<file path="config.mk">
export PLATFORM = sky130hd
export DESIGN_NAME = rsw_top
export DESIGN_NICKNAME = d
export VERILOG_FILES = /design/src/rsw_pkg.sv /design/src/rsw_top.sv /design/src/rsw_sync.sv
export VERILOG_INCLUDE_DIRS = /design/src /design/src/src
export SDC_FILE = /design/constraint.sdc
export NUM_CORES = 1
export LEC_CHECK = 0
export BUFFER_PORTS_ARGS = -buffer_cell sky130_fd_sc_hd__buf_2
export CAP_MARGIN = 20
export CORE_MARGIN = 3
export CORE_UTILIZATION = 30
export CTS_BUF_LIST = sky130_fd_sc_hd__clkbuf_4 sky130_fd_sc_hd__clkbuf_8 sky130_fd_sc_hd__clkbuf_16
export CTS_CLUSTER_DIAMETER = 200
export DETAILED_ROUTE_END_ITERATION = 7
export PLACE_DENSITY = 0.55
export SYNTH_ARGS = -nofsm -noshare
export SYNTH_HDL_FRONTEND = slang
export SYNTH_SLANG_ARGS = --single-unit
</file>
<file path="constraint.sdc">
create_clock -name clk -period 3.8 [get_ports clk]
set_input_delay 0.19 -clock clk [delete_from_list [all_inputs] [get_ports clk]]
set_output_delay 0.19 -clock clk [all_outputs]
set_load 0.02 [all_outputs]
</file>
<file path="src/rsw_cfg.svh">
`ifndef RSW_CFG_SVH
`define RSW_CFG_SVH

// Configuration bus byte addresses
`define RSW_ADDR_COUNT0     4'h0
`define RSW_ADDR_COUNT4     4'h4
`define RSW_ADDR_ALARM0     4'h5
`define RSW_ADDR_ALARM4     4'h9
`define RSW_ADDR_CTRL       4'ha
`define RSW_ADDR_STATUS     4'hb

// Control register fields
`define RSW_CTRL_RESET_ON_MATCH 0
`define RSW_CTRL_WAKE_ON_MATCH  1
`define RSW_CTRL_XTAL_CNT_MODE  2
`define RSW_CTRL_RESET          8'h07

// Status register fields
`define RSW_STAT_FABRIC_ON      0
`define RSW_STAT_TIMER_MATCH    1
`define RSW_STAT_COUNTING       2

// Reset values and counting
`define RSW_INIT_COUNT      40'h00_0000_0000
`define RSW_INIT_ALARM      40'h00_0000_0032
`define RSW_PRESCALE        128
`define RSW_POWER_UP_ON     1'b1

`endif

</file>
<file path="src/rsw_pkg.sv">
package rsw_pkg;

    // Counter and compare word
    typedef logic [39:0] rsw_word_t;

    // Configuration bus address and data
    typedef logic [3:0]  rsw_addr_t;
    typedef logic [7:0]  rsw_byte_t;

    // Fabric supply state
    typedef enum logic {
        RSW_PWR_ON,
        RSW_PWR_STANDBY
    } rsw_pwr_state_t;

endpackage

</file>
<file path="src/rsw_top.sv">
`timescale 1ns/1ns
`include "rsw_cfg.svh"

module rsw_top #(
    parameter int                 PRESCALE    = `RSW_PRESCALE,
    parameter rsw_pkg::rsw_word_t INIT_COUNT  = `RSW_INIT_COUNT,
    parameter rsw_pkg::rsw_word_t INIT_ALARM  = `RSW_INIT_ALARM,
    parameter logic               POWER_UP_ON = `RSW_POWER_UP_ON
) (
    input  wire logic               clk,
    input  wire logic               rst,
    input  wire logic               crystal_clock_input,
    input  wire logic               cfg_clk,
    input  wire logic               cfg_sel,
    input  wire logic               cfg_wr,
    input  wire rsw_pkg::rsw_addr_t cfg_addr,
    input  wire rsw_pkg::rsw_byte_t cfg_wdata,
    output rsw_pkg::rsw_byte_t      cfg_rdata,
    input  wire logic               standby_request_input,
    input  wire logic               wake_pin,
    output logic                    timer_match_flag,
    output logic                    wake_match_flag,
    output logic                    fabric_power_on
);
    import rsw_pkg::*;

    localparam int PW = (PRESCALE > 1) ? $clog2(PRESCALE) : 1;
    localparam logic [PW-1:0] PRESCALE_LAST = PW'(PRESCALE - 1);
    localparam int SYNC_W = 2 + 1 + 1 + 4 + 8 + 1 + 1;   // Clocks, select, write, address, data, standby, wake

    // Pick one byte out of a 40-bit word; index above 4 reads zero
    function automatic rsw_byte_t word_byte(input rsw_word_t w, input logic [2:0] idx);
        rsw_byte_t b;
        b = 8'h00;
        if (idx <= 3'h4) begin
            b = w[idx*8 +: 8];
        end
        return b;
    endfunction

    // ---------------- Pin synchronisation ----------------
    logic [SYNC_W-1:0] pins_raw;       // All foreign-domain inputs
    logic [SYNC_W-1:0] pins_sync;      // After two flops
    logic              xtal_s;         // Crystal level, synchronised
    logic              bus_clk_s;      // Bus clock, synchronised
    logic              bus_sel_s;      // Select, synchronised
    logic              bus_wr_s;       // Write strobe, synchronised
    rsw_addr_t         bus_addr_s;     // Address, synchronised
    rsw_byte_t         bus_wdata_s;    // Write data, synchronised
    logic              stby_req_s;     // Standby request, synchronised
    logic              wake_pin_s;     // Wake pin, synchronised

    // Crystal and bus clock on top, standby and wake at the bottom
    assign pins_raw = {crystal_clock_input, cfg_clk, cfg_sel, cfg_wr, cfg_addr,
                       cfg_wdata, standby_request_input, wake_pin};

    // One synchroniser for every pin; bus master holds fields stable
    // across its clock edge, far longer than the two-flop latency
    rsw_sync #(
        .WIDTH (SYNC_W)
    ) u_sync (
        .clk      (clk),
        .rst      (rst),
        .async_in (pins_raw),
        .sync_out (pins_sync)
    );

    assign xtal_s      = pins_sync[SYNC_W-1];
    assign bus_clk_s   = pins_sync[SYNC_W-2];
    assign bus_sel_s   = pins_sync[SYNC_W-3];
    assign bus_wr_s    = pins_sync[SYNC_W-4];
    assign bus_addr_s  = pins_sync[SYNC_W-5 -: 4];
    assign bus_wdata_s = pins_sync[SYNC_W-9 -: 8];
    assign stby_req_s  = pins_sync[1];
    assign wake_pin_s  = pins_sync[0];

    // ---------------- Edge detection ----------------
    logic xtal_d;          // Previous crystal level
    logic bus_clk_d;       // Previous bus clock level
    logic stby_req_d;      // Previous standby request level
    logic xtal_rise;       // Crystal rising edge
    logic bus_rise;        // Bus clock rising edge
    logic stby_rise;       // New standby request

    // Delay stage for edge detectors
    // Bus clock and standby idle low, so low reset values give no false edge
    always_ff @(posedge clk) begin
        if (rst) begin
            xtal_d     <= 1'b0;
            bus_clk_d  <= 1'b0;
            stby_req_d <= 1'b0;
        end else begin
            xtal_d     <= xtal_s;
            bus_clk_d  <= bus_clk_s;
            stby_req_d <= stby_req_s;
        end
    end

    assign xtal_rise = xtal_s & ~xtal_d;
    assign bus_rise  = bus_clk_s & ~bus_clk_d;
    assign stby_rise = stby_req_s & ~stby_req_d;

    // ---------------- Control register ----------------
    rsw_byte_t ctrl;            // Software-written control bits
    logic      reset_on_match;  // Clear counter after match
    logic      wake_on_match;   // Export match to supply monitor
    logic      xtal_cnt_mode;   // Crystal steered to the counter

    assign reset_on_match = ctrl[`RSW_CTRL_RESET_ON_MATCH];
    assign wake_on_match  = ctrl[`RSW_CTRL_WAKE_ON_MATCH];
    assign xtal_cnt_mode  = ctrl[`RSW_CTRL_XTAL_CNT_MODE];

    // ---------------- Prescaler ----------------
    logic [PW-1:0] prescale_cnt;   // Crystal edges in this period
    logic          count_tick;     // One counter advance

    // Crystal edges only count once the oscillator sources the counter
    assign count_tick = xtal_rise & xtal_cnt_mode & (prescale_cnt == PRESCALE_LAST);

    // Divide crystal edges by the prescale
    always_ff @(posedge clk) begin
        if (rst) begin
            prescale_cnt <= '0;
        end else if (!xtal_cnt_mode) begin
            prescale_cnt <= '0;
        end else if (xtal_rise) begin
            if (prescale_cnt == PRESCALE_LAST) begin
                prescale_cnt <= '0;
            end else begin
                prescale_cnt <= prescale_cnt + PW'(1);
            end
        end
    end

    // ---------------- Counter and compare ----------------
    rsw_word_t time_count;       // Live counter
    rsw_word_t alarm_compare;    // Active compare value
    rsw_word_t alarm_stage;      // Low bytes awaiting commit
    rsw_word_t next_time_count;  // Counter after this tick
    logic      match_now;        // Counter equals compare

    assign match_now = (time_count == alarm_compare);

    // Clear on match only when enabled, else wrap naturally
    assign next_time_count = (match_now && reset_on_match) ? '0
                                                           : time_count + 40'h1;

    // Counter advances on prescaled crystal ticks
    always_ff @(posedge clk) begin
        if (rst) begin
            time_count <= INIT_COUNT;
        end else if (count_tick) begin
            time_count <= next_time_count;
        end
    end

    // Match flags follow equality; both raised together
    always_ff @(posedge clk) begin
        if (rst) begin
            timer_match_flag <= 1'b0;
            wake_match_flag  <= 1'b0;
        end else begin
            timer_match_flag <= match_now;
            wake_match_flag  <= match_now;
        end
    end

    // ---------------- Configuration bus decode ----------------
    logic      bus_write;     // Write taken this cycle
    logic      bus_read;      // Read taken this cycle
    logic      hit_count;     // Counter bytes addressed
    logic      hit_alarm;     // Compare bytes addressed
    logic      hit_ctrl;      // Control byte addressed
    logic      hit_status;    // Status byte addressed
    logic [2:0] count_idx;    // Byte index into counter
    logic [2:0] alarm_idx;    // Byte index into compare
    rsw_word_t count_snap;    // Counter frozen at low-byte read
    rsw_byte_t status;        // Block state for software
    rsw_byte_t next_rdata;    // Read data for this access

    assign bus_write  = bus_rise & bus_sel_s & bus_wr_s;
    assign bus_read   = bus_rise & bus_sel_s & ~bus_wr_s;
    assign hit_count  = (bus_addr_s <= `RSW_ADDR_COUNT4);
    assign hit_alarm  = (bus_addr_s >= `RSW_ADDR_ALARM0) && (bus_addr_s <= `RSW_ADDR_ALARM4);
    assign hit_ctrl   = (bus_addr_s == `RSW_ADDR_CTRL);
    assign hit_status = (bus_addr_s == `RSW_ADDR_STATUS);
    assign count_idx  = bus_addr_s[2:0];
    assign alarm_idx  = 3'(bus_addr_s - `RSW_ADDR_ALARM0);

    // Counting bit mirrors the crystal-steering control bit
    assign status = {5'h00,
                     count_tick | xtal_cnt_mode,
                     timer_match_flag,
                     fabric_power_on};

    // Low byte reads live; upper bytes come from the snapshot so
    // a multi-byte read is never torn by a carry between reads
    assign next_rdata = (hit_count && count_idx == 3'h0) ? word_byte(time_count, 3'h0) :
                        hit_count  ? word_byte(count_snap, count_idx) :
                        hit_alarm  ? word_byte(alarm_compare, alarm_idx) :
                        hit_ctrl   ? ctrl :
                        hit_status ? status :
                                     8'h00;

    // Read data register and counter snapshot
    always_ff @(posedge clk) begin
        if (rst) begin
            cfg_rdata  <= 8'h00;
            count_snap <= '0;
        end else if (bus_read) begin
            cfg_rdata <= next_rdata;
            if (hit_count && count_idx == 3'h0) begin
                count_snap <= time_count;
            end
        end
    end

    // Compare bytes stage up, the top byte commits all five so the
    // comparator never sees a half-written value
    always_ff @(posedge clk) begin
        if (rst) begin
            alarm_compare <= INIT_ALARM;
            alarm_stage   <= INIT_ALARM;
        end else if (bus_write && hit_alarm) begin
            if (bus_addr_s == `RSW_ADDR_ALARM4) begin
                alarm_compare <= {bus_wdata_s, alarm_stage[31:0]};
            end else begin
                alarm_stage[alarm_idx*8 +: 8] <= bus_wdata_s;
            end
        end
    end

    // Control register write; status and counter are read only
    always_ff @(posedge clk) begin
        if (rst) begin
            ctrl <= `RSW_CTRL_RESET;
        end else if (bus_write && hit_ctrl) begin
            ctrl <= bus_wdata_s;
        end
    end

    // ---------------- Regulator supply monitor ----------------
    rsw_pwr_state_t pwr_state;       // Fabric supply state
    rsw_pwr_state_t next_pwr_state;  // Supply state next cycle
    logic           wake_event;      // Any wake source
    logic           sleep_event;     // New standby request

    // Match wakes only while the control bit exports it to the monitor
    assign wake_event  = wake_pin_s | (wake_on_match & wake_match_flag);
    assign sleep_event = stby_rise;

    // Standby entry and exit; wake wins if both arrive together
    always_comb begin
        next_pwr_state = pwr_state;
        unique case (pwr_state)
            RSW_PWR_ON: begin
                if (sleep_event && !wake_event) begin
                    next_pwr_state = RSW_PWR_STANDBY;
                end
            end
            RSW_PWR_STANDBY: begin
                if (wake_event) begin
                    next_pwr_state = RSW_PWR_ON;
                end
            end
        endcase
    end

    // Supply state register; power-up state chosen by parameter
    always_ff @(posedge clk) begin
        if (rst) begin
            pwr_state <= POWER_UP_ON ? RSW_PWR_ON : RSW_PWR_STANDBY;
        end else begin
            pwr_state <= next_pwr_state;
        end
    end

    // Regulated output follows the state from a flop
    always_ff @(posedge clk) begin
        if (rst) begin
            fabric_power_on <= POWER_UP_ON;
        end else begin
            fabric_power_on <= (next_pwr_state == RSW_PWR_ON);
        end
    end
endmodule

</file>
<file path="src/rsw_sync.sv">
`timescale 1ns/1ns

// Two-flop synchroniser for a group of pin inputs
module rsw_sync #(
    parameter int WIDTH = 1
) (
    input  wire logic             clk,
    input  wire logic             rst,
    input  wire logic [WIDTH-1:0] async_in,
    output logic      [WIDTH-1:0] sync_out
);
    logic [WIDTH-1:0] meta;    // First stage, read only by second stage

    // Plain two-stage shift, cleared by reset
    always_ff @(posedge clk) begin
        if (rst) begin
            meta     <= '0;
            sync_out <= '0;
        end else begin
            meta     <= async_in;
            sync_out <= meta;
        end
    end
endmodule

</file>
==> After elaboration in Yosys (flattened, before gate mapping) <==
Cells that the tools add are included.
{ "totals": {"regBits": 225, "inputBits": 20, "output_inout_bits": 11, "wordCells": 77} }
{ "classes": {"n_addsub": 4, "n_lt_le_gt_ge": 5, "n_eq_ne": 5, "shift": 4, "mux": 13, "bitwise": 19, "n_reduce_logical": 12} }
{ "ops": {"columns": ["operator", "count"], "rows": [
  ["$shiftx A40 B7 Y8", 2],
  ["$mux W8", 6],
  ["$add A40 B1 Y40 const B", 1],
  ["$bwmux W40", 1],
  ["$eq A40 B40 Y1", 1],
  ["$mux W40", 1],
  ["$shift A8 B34 Y40 const A", 1],
  ["$shiftx A8 B34 Y40", 1],
  ["$neg A6 Y34", 1],
  ["$eq A4 B4 Y1 const B", 3],
  ["$and A1 B1 Y1", 9],
  ["$not A1 Y1", 8],
  ["$add A7 B1 Y7 const B", 1],
  ["$eq A7 B7 Y1 const B", 1],
  ["$mux W7", 1],
  ["$le A3 B3 Y1 const B", 2],
  ["$logic_and A1 B1 Y1", 6],
  ["$reduce_and A2 Y1", 3],
  ["$ge A4 B3 Y1 const B", 1],
  ["$le A4 B3 Y1 const B", 1],
  ["$le A4 B4 Y1 const B", 1],
  ["$logic_not A3 Y1", 1],
  ["$mux W3", 1],
  ["$sub A3 B3 Y3 const B", 1],
  ["other kinds (5)", 7]
]} }

==> Depth between registers and ports, before layout <==
Gate-level depths: netlist of the first run.
{ "logic_depth": {"word_depth": 10, "ltp_mapped": 13, "mapped_depth_nobuf": 9} }

==> Cells and area by module <==
From an unflattened synthesis of the first run, not the netlist that was laid out.
{ "hier_totals": {"hier_cells": 1063, "hier_area_um2": 9374.0} }
{ "modules_own_cells": {"columns": ["module", "instances", "cells_per_inst", "area_each_um2", "seq_area_each_um2"], "rows": [
  ["rsw_top", 1, 988, 8379.3, 3623.5],
  ["rsw_sync", 1, 75, 994.7, 720.7]
]} }

==> Worst setup path before layout of the first run <==
OpenSTA, ideal clock, no wires.
{ "synth_path": {"kind": "register to register", "startpoint": "register u_sync.sync_out[10]", "endpoint": "register alarm_stage[1]", "setup_time_ns": 0.120, "arrival_ns": 3.468, "t_required_ns": 3.680, "setup_slack_ns": 0.212, "stages_incl_launch_ff": 13, "n_path_buf": 4, "period_less_slack_ns": 3.588, "path_cell_list": "dfxtp_1 -> buf_2 -> clkbuf_1 -> inv_1 -> ha_1 -> ha_1 -> clkbuf_1 -> inv_1 -> ha_1 -> or4b_1 -> or3_1 -> buf_2 -> a211o_1"} }
{ "synth_between": {"elab_chain_len": 4, "elab_cells_between_ends": 12, "classes_between": "2 x add/sub; 2 x order compare; 1 x eq/ne; 2 x shift; 1 x mux; 1 x bitwise; 3 x reduce/logical"} }
{ "synth_lines": {"columns": ["element", "line", "text"], "rows": [
  ["from (decl)", "rsw_sync.sv:10", "output logic [WIDTH-1:0] sync_out"],
  ["from (signal assigned)", "rsw_sync.sv:21", "sync_out <= meta;"],
  ["$sub A3 B3 Y3 (no source line), or another cell as far along", null, null],
  ["$neg A6 Y34 or $logic_and A1 B1 Y1 (tied branches)", "rsw_top.sv:228, rsw_top.sv:184", null],
  ["$shiftx A8 B34 Y40, or another cell as far along", "rsw_top.sv:228", "alarm_stage[alarm_idx*8 +: 8] <= bus_wdata_s;"],
  ["$bwmux W40 or $reduce_and A2 Y1 (tied branches)", null, null],
  ["to (signal, indexed assignment)", "rsw_top.sv:228", null],
  ["to (decl)", "rsw_top.sv:138", "rsw_word_t alarm_stage;"]
]} }
Several ways; a longest one is shown, not always the timed one.
A chain may end at the register's enable or synchronous reset.

==> Worst setup path in the final report of the first run <==
{ "layout_path": {"startpoint": "register u_sync.sync_out[10]", "endpoint": "register alarm_stage[4]"} }
Same word-level chain as after synthesis.

==> results of run 1 <==
## path summary, 6_finish.rpt
path	endpoint	slack, ps	depth (start not counted)
min	u_sync.sync_out[17]	210	2
max	alarm_stage[4]	780	8
min reg2reg	u_sync.sync_out[15]	430	1
max reg2reg	alarm_stage[4]	780	8
## logic make-up (layout without fill, tap and decap cells)
family | after synthesis | count (layout) | synth area share
AO/OA/AOI/OAI | 195 | 195 | 0.128
AND/OR/NAND/NOR | 459 | 459 | 0.249
flip-flops | 217 | 217 | 0.453
XOR/XNOR | 72 | 72 | 0.0658
adder cells (fa/ha/maj) | 11 | 11 | 0.0144
buffers and inverters | 106 | 123 | 0.0452
multiplexers | 28 | 28 | 0.0449
## state kept, by name, indices dropped and copies added, names as in the netlist
signal,count
alarm_compare,40
count_snap,40
time_count,40
alarm_stage,32
u_sync.meta,18
u_sync.sync_out,18
cfg_rdata,8
ctrl,8
prescale_cnt,7
bus_clk_d,1
fabric_power_on,1
pwr_state,1
stby_req_d,1
wake_match_flag,1
xtal_d,1
## what timing repair did
action	in CTS	in global routing
hold buffers	18	0
resized for setup	0	0
endpoints found under the hold margin	18	0
## worst register-to-register path, stage by stage, from the launching register on
cell and delay (ps):
dfxtp_1 330, inv_1 90, ha_1 280, ha_1 310
inv_1 180, ha_1 300, or4b_1 530, or3_1 540
a211o_1 360
## power by group through the flow
stage	clock (mW)	combinational, mW	sequential, mW
finish	2.27	0.175	2.31
global route	2.41	0.193	2.31
CTS	2.32	0.174	2.31
detailed placement	0	0.159	2.36
global placement	0	0.158	2.36
floorplan	0	0.113	2.35
## layout make-up
| type | instances | area (um2) |
|---|---|---|
| fillers | 3243 | 20100 |
| multi-input cells | 765 | 4830 |
| flip-flops and latches | 217 | 4340 |
| clock buffers | 33 | 669 |
| well taps | 396 | 495 |
| repair buffers | 66 | 472 |
| clock inverters | 6 | 86.3 |
| inverters | 18 | 67.6 |
## per-stage QoR
stage	hold WS, ps	area [um2]	utilization	setup slack [ps]
detailed placement	403	10000	0.323	823
global route	248	11000	0.353	609
global placement	397	10000	0.323	876
floorplan	318	9580	-	212
CTS	225	11000	0.353	791
finish	212	11000	0.353	776
## cell usage after synthesis, drive strengths merged, types with 14 or more instances
cell type    n  area, um2
xor2        55        482
a21oi      110        551
nand2b      29        181
a211oi      14        145
nand2      189        709
nor3        35        175
nand3       44        230
nor2b       46        288
buf         32        154
xnor2       17        149
nor4        23        193
dfxtp      217       4340
or3         16        100
nand4       26        175
o21ai       19       95.1
mux2i       16        160
nor2        22       82.6
inv         18       67.6
clkbuf      56        211
## metal layers
metal | track usage | part of all wire | up-vias
met5 | 0 | 0 | -
met3 | 0.0272 | 0.052 | 47
li1 | - | - | 3800
met1 | 0.220 | 0.47 | 3728
met2 | 0.246 | 0.45 | 210
met4 | 0.0405 | 0.024 | 0
==> results.cfg, run 1 <==
[drt]
drc_errors = 0
wl_mm = 26.7
drt.antenna.violating_nets = 0
drt-vias-per-instance = 5.19
vias = 7785
wl_per_cell_um = 17.8
drtIter0Drc = 660
drtPass1Iterations = 5

[setup_path]
crit_required_ps = 4200
crit_family = simple AND/OR/NAND/NOR gates
r2r-start = u_sync.sync_out[10]
cpMostUsedCell = ha_1
slowest_stage = or3_1
cpPeakStageDelay_ps = 540
setup.worst_path.end_class = flip-flop
critPathKind = flip-flop to flip-flop
crit_buf_inv = 2
worstPathMaxFanout = 11
startpoint = u_sync.sync_out[10]
crit_path_cell_trace = inv_1 -> ha_1 -> ha_1 -> inv_1 -> ha_1 -> or4b_1 -> or3_1 -> a211o_1
arrival_ps = 3420
setup.worst_path.start_class = flip-flop

[power]
p_sw_mw = 1.04
finalPower_mw = 4.76
pwr-share-clk = 0.477
power.density_mw_per_mm2 = 434
swShare = 0.219
leakage_nw = 3.96
p_int_mw = 3.72
comb_power_share = 0.037
ir_drop_mv = 0.350
seq_power_share = 0.486

[sta]
final.setup.tns_ps = 0
maxSlewViolCount = 0
relSlewSlack = 0.403
hold_viol_final = 0
max_freq_mhz = 331
setup_viol = 0
rsz0062_at_grt = false
worst_pin_slew_ps = 896
timing.final.crit_share = 0.796
finalCriticalPeriod_ps = 3020
skew_ps = 9.14

[global_route]
grt_pass1_wl_mm = 42.2
grt_start_max_net_pins = 111
grt_usage = 0.155
grt_pass1_vias = 7278
antenna_found_initial = 0
grt_overflow = 0

[placement]
placed_cells = 1444
gp_congestion = 0.879
io_buffer_count = 30
dpl.hpwl_mm = 18.0

[clocking]
cts_max_level = 1
cts.clk_slew.worst_paths_ps = 60
numCtsBuffers = 23
cts.sinks = 217
cts_buffer_depth = 3
cts_setup_buffers = 0
cts_root_buf = clkbuf_16
tritoncts = built
clk_latency_ps = 520

[final_layout]
syn_to_final_growth_pct = 14.4
final_cell_mix = 217 x dfxtp_1, 189 x nand2_1, 110 x a21oi_1
drive_above_1_share = 0.115
instances_no_fill = 1501
nNetsFinal = 1122
layout_commonest_cell = dfxtp_1
insertedDiodeCount = 0

[worst_hold_path]
min_from = rst
hold_path_class = input port to flip-flop

[yosys]
yosysWarnings = 0
synth_edf_count = 0
synth-seq-area-share = 0.453
syn_avg_cell_area_um2 = 8.81
synth.distinct_cells = 52
syn_nets = 1119
ys.flop_type = dfxtp_1
synth_area_mm2 = 0.00958
synth-seq-cells = 217
synthCells = 1088
synthArstFlopShare = 0

[die]
ios = 31
std_cell_rows = 64
die_w_um = 185
dieArea_mm2 = 0.0341
die_y_um = 185
core_mm2 = 0.0311
initial_core_util = 0.308

[flow_run]
maxCapViolations = 0

[outcome]
status = complete, no violations
(Power assumes the default switching activity.)
==> run 2: changes to the inputs <==
- PLACE_DENSITY: 0.55 -> 0.53
- clock period: 3.8 -> 2.9 ns (I/O delays scaled with it)
==> run 2 against run 1 <==
Global-route usage increased by 0.47 points. Combinational power up 38%. Cell count grew 1.3%. Clock power grew 27%. First-iteration DRC count fell by 2.0%. Routed wire length grew 3.6%. Via count is 0.89% higher. Sequential power is 31% higher. Non-clock buffer count grew 17. Critical path type unchanged. Largest cell class unchanged. Largest power group unchanged. Highest routed layer unchanged.
==> results.cfg, run 2 (same netlist as run 1, synthesis figures left out) <==
[clocking]
cts.sinks = 217
cts_max_level = 1
cts_resized = 0
numCtsBuffers = 23
clk_latency_ps = 510
cts_buffer_depth = 3
cts_root_buf = clkbuf_16
cts.clk_slew.worst_paths_ps = 60
tritoncts = built
cts_setup_buffers = 0
holdBufCountCts = 18

[global_route]
antenna_found_initial = 0
grt_start_max_net_pins = 87
grt_pass1_vias = 7391
grt_most_used_layer = met2
met2_usage = 0.259
met1_usage = 0.224
grt_overflow = 0
grt_pass1_wl_mm = 43.2
grt_usage = 0.160
met3_usage = 0.0266

[placement]
dpl.hpwl_mm = 18.7
io_buffer_count = 30
gp_congestion = 0.843
place_area_mm2 = 0.0102

[sta]
hold_viol_final = 0
finalCriticalPeriod_ps = 2680
setup_viol = 0
final.setup.tns_ps = 0
rsz0062_at_grt = false
skew_ps = 13.3
relSlewSlack = 0.530
timing.final.crit_share = 0.923
max_freq_mhz = 374
worst_pin_slew_ps = 700
maxSlewViolCount = 0
fin_hold_ws_ps = 96.3

[power]
finalPower_mw = 6.15
leakage_nw = 4.07
power.density_mw_per_mm2 = 551
ir_drop_mv = 0.382

[final_layout]
stdcell_area_mm2 = 0.0112
fin_util = 0.359
fillers = 3151
multi_input_area_mm2 = 0.00487
nNetsFinal = 1139
regArea_mm2 = 0.00435
syn_to_final_growth_pct = 16.5
final_cell_mix = 216 x dfxtp_1, 189 x nand2_1, 110 x a21oi_1
top_regs = alarm_compare: 40 flops, count_snap: 40 flops, time_count: 40 flops
drive_above_1_share = 0.136
layout_commonest_cell = dfxtp_1
insertedDiodeCount = 0

[drt]
drtPass1Iterations = 5
vias = 7854
drt.antenna.violating_nets = 0
wl_per_cell_um = 18.2
drt-vias-per-instance = 5.17
wl_mm = 27.7
drc_errors = 0
drtIter0Drc = 647

[setup_path]
rrSetupSlack_ps = 220
arrival_ps = 3080
critPathKind = flip-flop to flip-flop
slowest_stage = or4b_1
crit_path_cell_trace = inv_1 -> ha_4 -> ha_4 -> inv_2 -> ha_4 -> or4b_1 -> or3_4 -> a211o_1
r2r_cells = 8
crit_buf_inv = 2
crit_required_ps = 3300
crit_family = simple AND/OR/NAND/NOR gates
cpMostUsedCell = ha_4
setup.worst_path.start_class = flip-flop
worstPathMaxFanout = 11
cpPeakStageDelay_ps = 530
worst-path-stages = 8
setup.worst_path.end_class = flip-flop

[flow_run]
maxCapViolations = 0

[worst_hold_path]
hold_depth = 2
hold_path_class = input port to flip-flop

[outcome]
status = complete, no violations

[die]
initial_core_util = 0.308
core_mm2 = 0.0311
std_cell_rows = 64
dieArea_mm2 = 0.0341
ios = 31
die_y_um = 185
die_w_um = 185
run 2: per-layer routing:
metal,share of wire,routed length (um),vias to the layer above
li1,-,-,3823
met1,0.46,12900,3761
met2,0.45,12600,224
met3,0.052,1450,46
met4,0.028,771,0
met5,0,0,-
run 2: final timing paths:
path,startpoint,endpoint
min reg2reg,u_sync.meta[1],u_sync.sync_out[1]
min,rst,u_sync.meta[17]
max reg2reg,u_sync.sync_out[11],alarm_stage[1]
max,u_sync.sync_out[11],alarm_stage[1]
run 2: metrics by stage:
| step | instances | setup WS [ps] |
|---|---|---|
| 4_1_cts | 1520 | 228 |
| 5_1_grt | 1520 | 114 |
| 3_3_place_gp | 1461 | 297 |
| 2_1_floorplan | 1088 | 17.9 |
| 3_5_place_dp | 1461 | 249 |
| 6_report | 1520 | 225 |
run 2: layout make-up:
class,instances,share of cell area
sequential,217,0.389
tap,396,0.0444
clock buffer,35,0.0636
timing repair buffer,83,0.0571
clock inverter,6,0.00303
inverter,18,0.00605
multi-input combinational,765,0.437
run 2: power breakdown:
group | internal, mW | switching (mW) | leakage (nW)
logic | 0.0950 | 0.147 | 1.93
registers | 3.01 | 0.0230 | 1.76
clock network | 1.68 | 1.20 | 0.381
total | 4.79 | 1.37 | 4.07
==> run 3: changes to the inputs <==
- ABC_AREA: unset -> 1
==> run 3 against run 2 <==
Routed wire length grew 12%. Sequential power barely moved. Synthesized cell count rose by 32%. Setup slack improved by 72 ps. Non-clock buffer count shrank 18. First-iteration DRC count increased by 11%. Maximum frequency grew 2.8%. Count of clock-buffer cells in the layout down 1. Combinational power rose by 26%. Final area up 3.8%. Register-to-register slack improved by 70 ps. Power rose by 5.2%. Largest cell class unchanged. Highest routed layer unchanged.
==> results.cfg, run 3 <==
[sta]
hold_viol_final = 0
maxSlewViolCount = 0
rsz0062_at_grt = false
timing.final.crit_share = 0.898
relSlewSlack = 0.564
final.setup.tns_ps = 0
skew_ps = 8.58
finalCriticalPeriod_ps = 2600
setup_viol = 0
worst_pin_slew_ps = 654
max_freq_mhz = 384

[yosys]
ys.flop_type = dfxtp_1
synth-seq-cells = 217
synth.largest_area_cell = dfxtp_1
synth.most_common_cell = nor2_1
ys_top_cells_by_count = 252 x nor2_1, 243 x nand2_1, 217 x dfxtp_1
synth-seq-area-share = 0.433
synth.distinct_cells = 36
syn_avg_cell_area_um2 = 6.99
synth_edf_count = 0
synth_area_mm2 = 0.0100
yosysWarnings = 0
synth_top_area_frac = 0.433
yosys-top-cells-area = dfxtp_1 43%, nor2_1 9.4%, nand2_1 9.1%
syn_nets = 1468
synthCells = 1437
synthArstFlopShare = 0

[worst_hold_path]
hold_path_class = input port to flip-flop
min_from = rst

[power]
p_sw_mw = 1.52
comb_power_share = 0.047
power.density_mw_per_mm2 = 559
pwr-share-clk = 0.485
leakage_nw = 4.62
p_int_mw = 4.95
ir_drop_mv = 0.465
seq_power_share = 0.468
swShare = 0.234

[die]
die_w_um = 189
die_y_um = 189
dieArea_mm2 = 0.0357
ios = 31
core_mm2 = 0.0328
std_cell_rows = 66
initial_core_util = 0.306

[final_layout]
nNetsFinal = 1499
insertedDiodeCount = 0
stdcell_area_mm2 = 0.0116
regArea_mm2 = 0.00435
syn_to_final_growth_pct = 15.4
drive_above_1_share = 0.0848
layout_commonest_cell = nor2_1
top_regs = alarm_compare: 40 flops, count_snap: 40 flops, time_count: 40 flops
fillers = 3532
instances_no_fill = 1927
fin_util = 0.353
multi_input_area_mm2 = 0.00471
final_cell_mix = 251 x nor2_1, 243 x nand2_1, 216 x dfxtp_1

[drt]
wl_per_cell_um = 16.1
wl_mm = 31.1
drtIter0Drc = 718
drtPass1Iterations = 5
drt-vias-per-instance = 4.79
vias = 9232
drc_errors = 0
drt.antenna.violating_nets = 0

[setup_path]
arrival_ps = 2990
crit_buf_inv = 4
setup.worst_path.start_class = flip-flop
r2r-start = u_sync.sync_out[10]
worstPathMaxFanout = 14
startpoint = u_sync.sync_out[10]
cpPeakStageDelay_ps = 420
rrSetupSlack_ps = 300
critPathKind = flip-flop to flip-flop
crit_path_cell_trace = inv_1 -> ha_1 -> ha_1 -> clkinv_2 -> ha_1 -> inv_1 -> nand3_1 -> nor2_2 -> inv_1 -> nand2_1 -> nand3_1
r2r_cells = 11
reg2reg_to = alarm_stage[4]
crit_required_ps = 3290
setup.worst_path.end_class = flip-flop
slowest_stage = nor2_2
crit_end = alarm_stage[4]
crit_family = adder cells
worst-path-stages = 11

[clocking]
clk_latency_ps = 540
cts_setup_buffers = 0
cts_max_level = 1
numCtsBuffers = 25
cts.sinks = 217
cts_root_buf = clkbuf_16
cts_buffer_depth = 3
cts.clk_slew.worst_paths_ps = 60
holdBufCountCts = 18
tritoncts = built
cts_resized = 0

[global_route]
grt_start_max_net_pins = 64
grt_pass1_wl_mm = 49.3
antenna_found_initial = 0
grt_usage = 0.174
grt_overflow = 0
grt_pass1_vias = 8867

[flow_run]
maxCapViolations = 0

[placement]
placed_cells = 1865
gp_congestion = 0.905
io_buffer_count = 30
place_area_mm2 = 0.0106
dpl.hpwl_mm = 22.9

[outcome]
status = complete, no violations
[run 3: logic make-up (layout without fill, tap and decap cells)]
kind of cell,Yosys count,after routing,synth area share
buffers and inverters,242,290,0.0981
adder cells (fa/ha/maj),11,11,0.0137
AND/OR/NAND/NOR,616,616,0.260
multiplexers,1,1,0.000997
AO/OA/AOI/OAI,312,312,0.161
flip-flops,217,217,0.433
XOR/XNOR,38,38,0.0331
[run 3: worst min path at each step]
stage,endpoint,slack (ps),cells past startpoint
2_1_floorplan,u_sync.meta[0],250,2
3_3_place_gp,u_sync.meta[16],340,3
3_5_place_dp,u_sync.meta[7],350,3
4_1_cts,alarm_stage[4],150,3
5_1_grt,alarm_stage[4],190,3
6_report,alarm_stage[4],150,3
[run 3: final cells by class]
class / count / area share
multi-input cells: 978 / 0.407
flip-flops and latches: 217 / 0.375
clock buffers: 34 / 0.0625
inverters: 181 / 0.0588
well taps: 442 / 0.0477
repair buffers: 65 / 0.0406
clock inverters: 10 / 0.00832
[run 3: worst register-to-register path, stage by stage (launching register included)]
cell and delay (ps):
dfxtp_2 340, inv_1 50, ha_1 220, ha_1 400, clkinv_2 200, ha_1 350
inv_1 80, nand3_1 90, nor2_2 420, inv_1 160, nand2_1 90, nand3_1 60
[run 3: metal layers]
metal | vias to the layer above | wire length, um | part of all wire | GRT usage
met5 | - | 0 | 0 | 0
met4 | 0 | 1070 | 0.034 | 0.0541
met3 | 59 | 1910 | 0.062 | 0.0339
met2 | 263 | 13400 | 0.43 | 0.272
met1 | 4243 | 14700 | 0.47 | 0.241
li1 | 4667 | - | - | -
[run 3: stage by stage]
step                hold slack [ps]  setup slack, ps  power, mW
global route                    186             28.1       6.69
CTS                             154              312       6.53
finish                          155              297       6.47
global placement                343              406       3.38
floorplan                       252             3.74       3.28
detailed placement              353              331       3.38
[run 3: power groups by stage]
stage          Clock (mW)  Combinational (mW)  Sequential, mW
2_1_floorplan           0               0.195            3.09
3_3_place_gp            0               0.287            3.09
3_5_place_dp            0               0.287            3.09
4_1_cts              3.20               0.306            3.03
5_1_grt              3.31               0.347            3.03
6_report             3.14               0.306            3.03
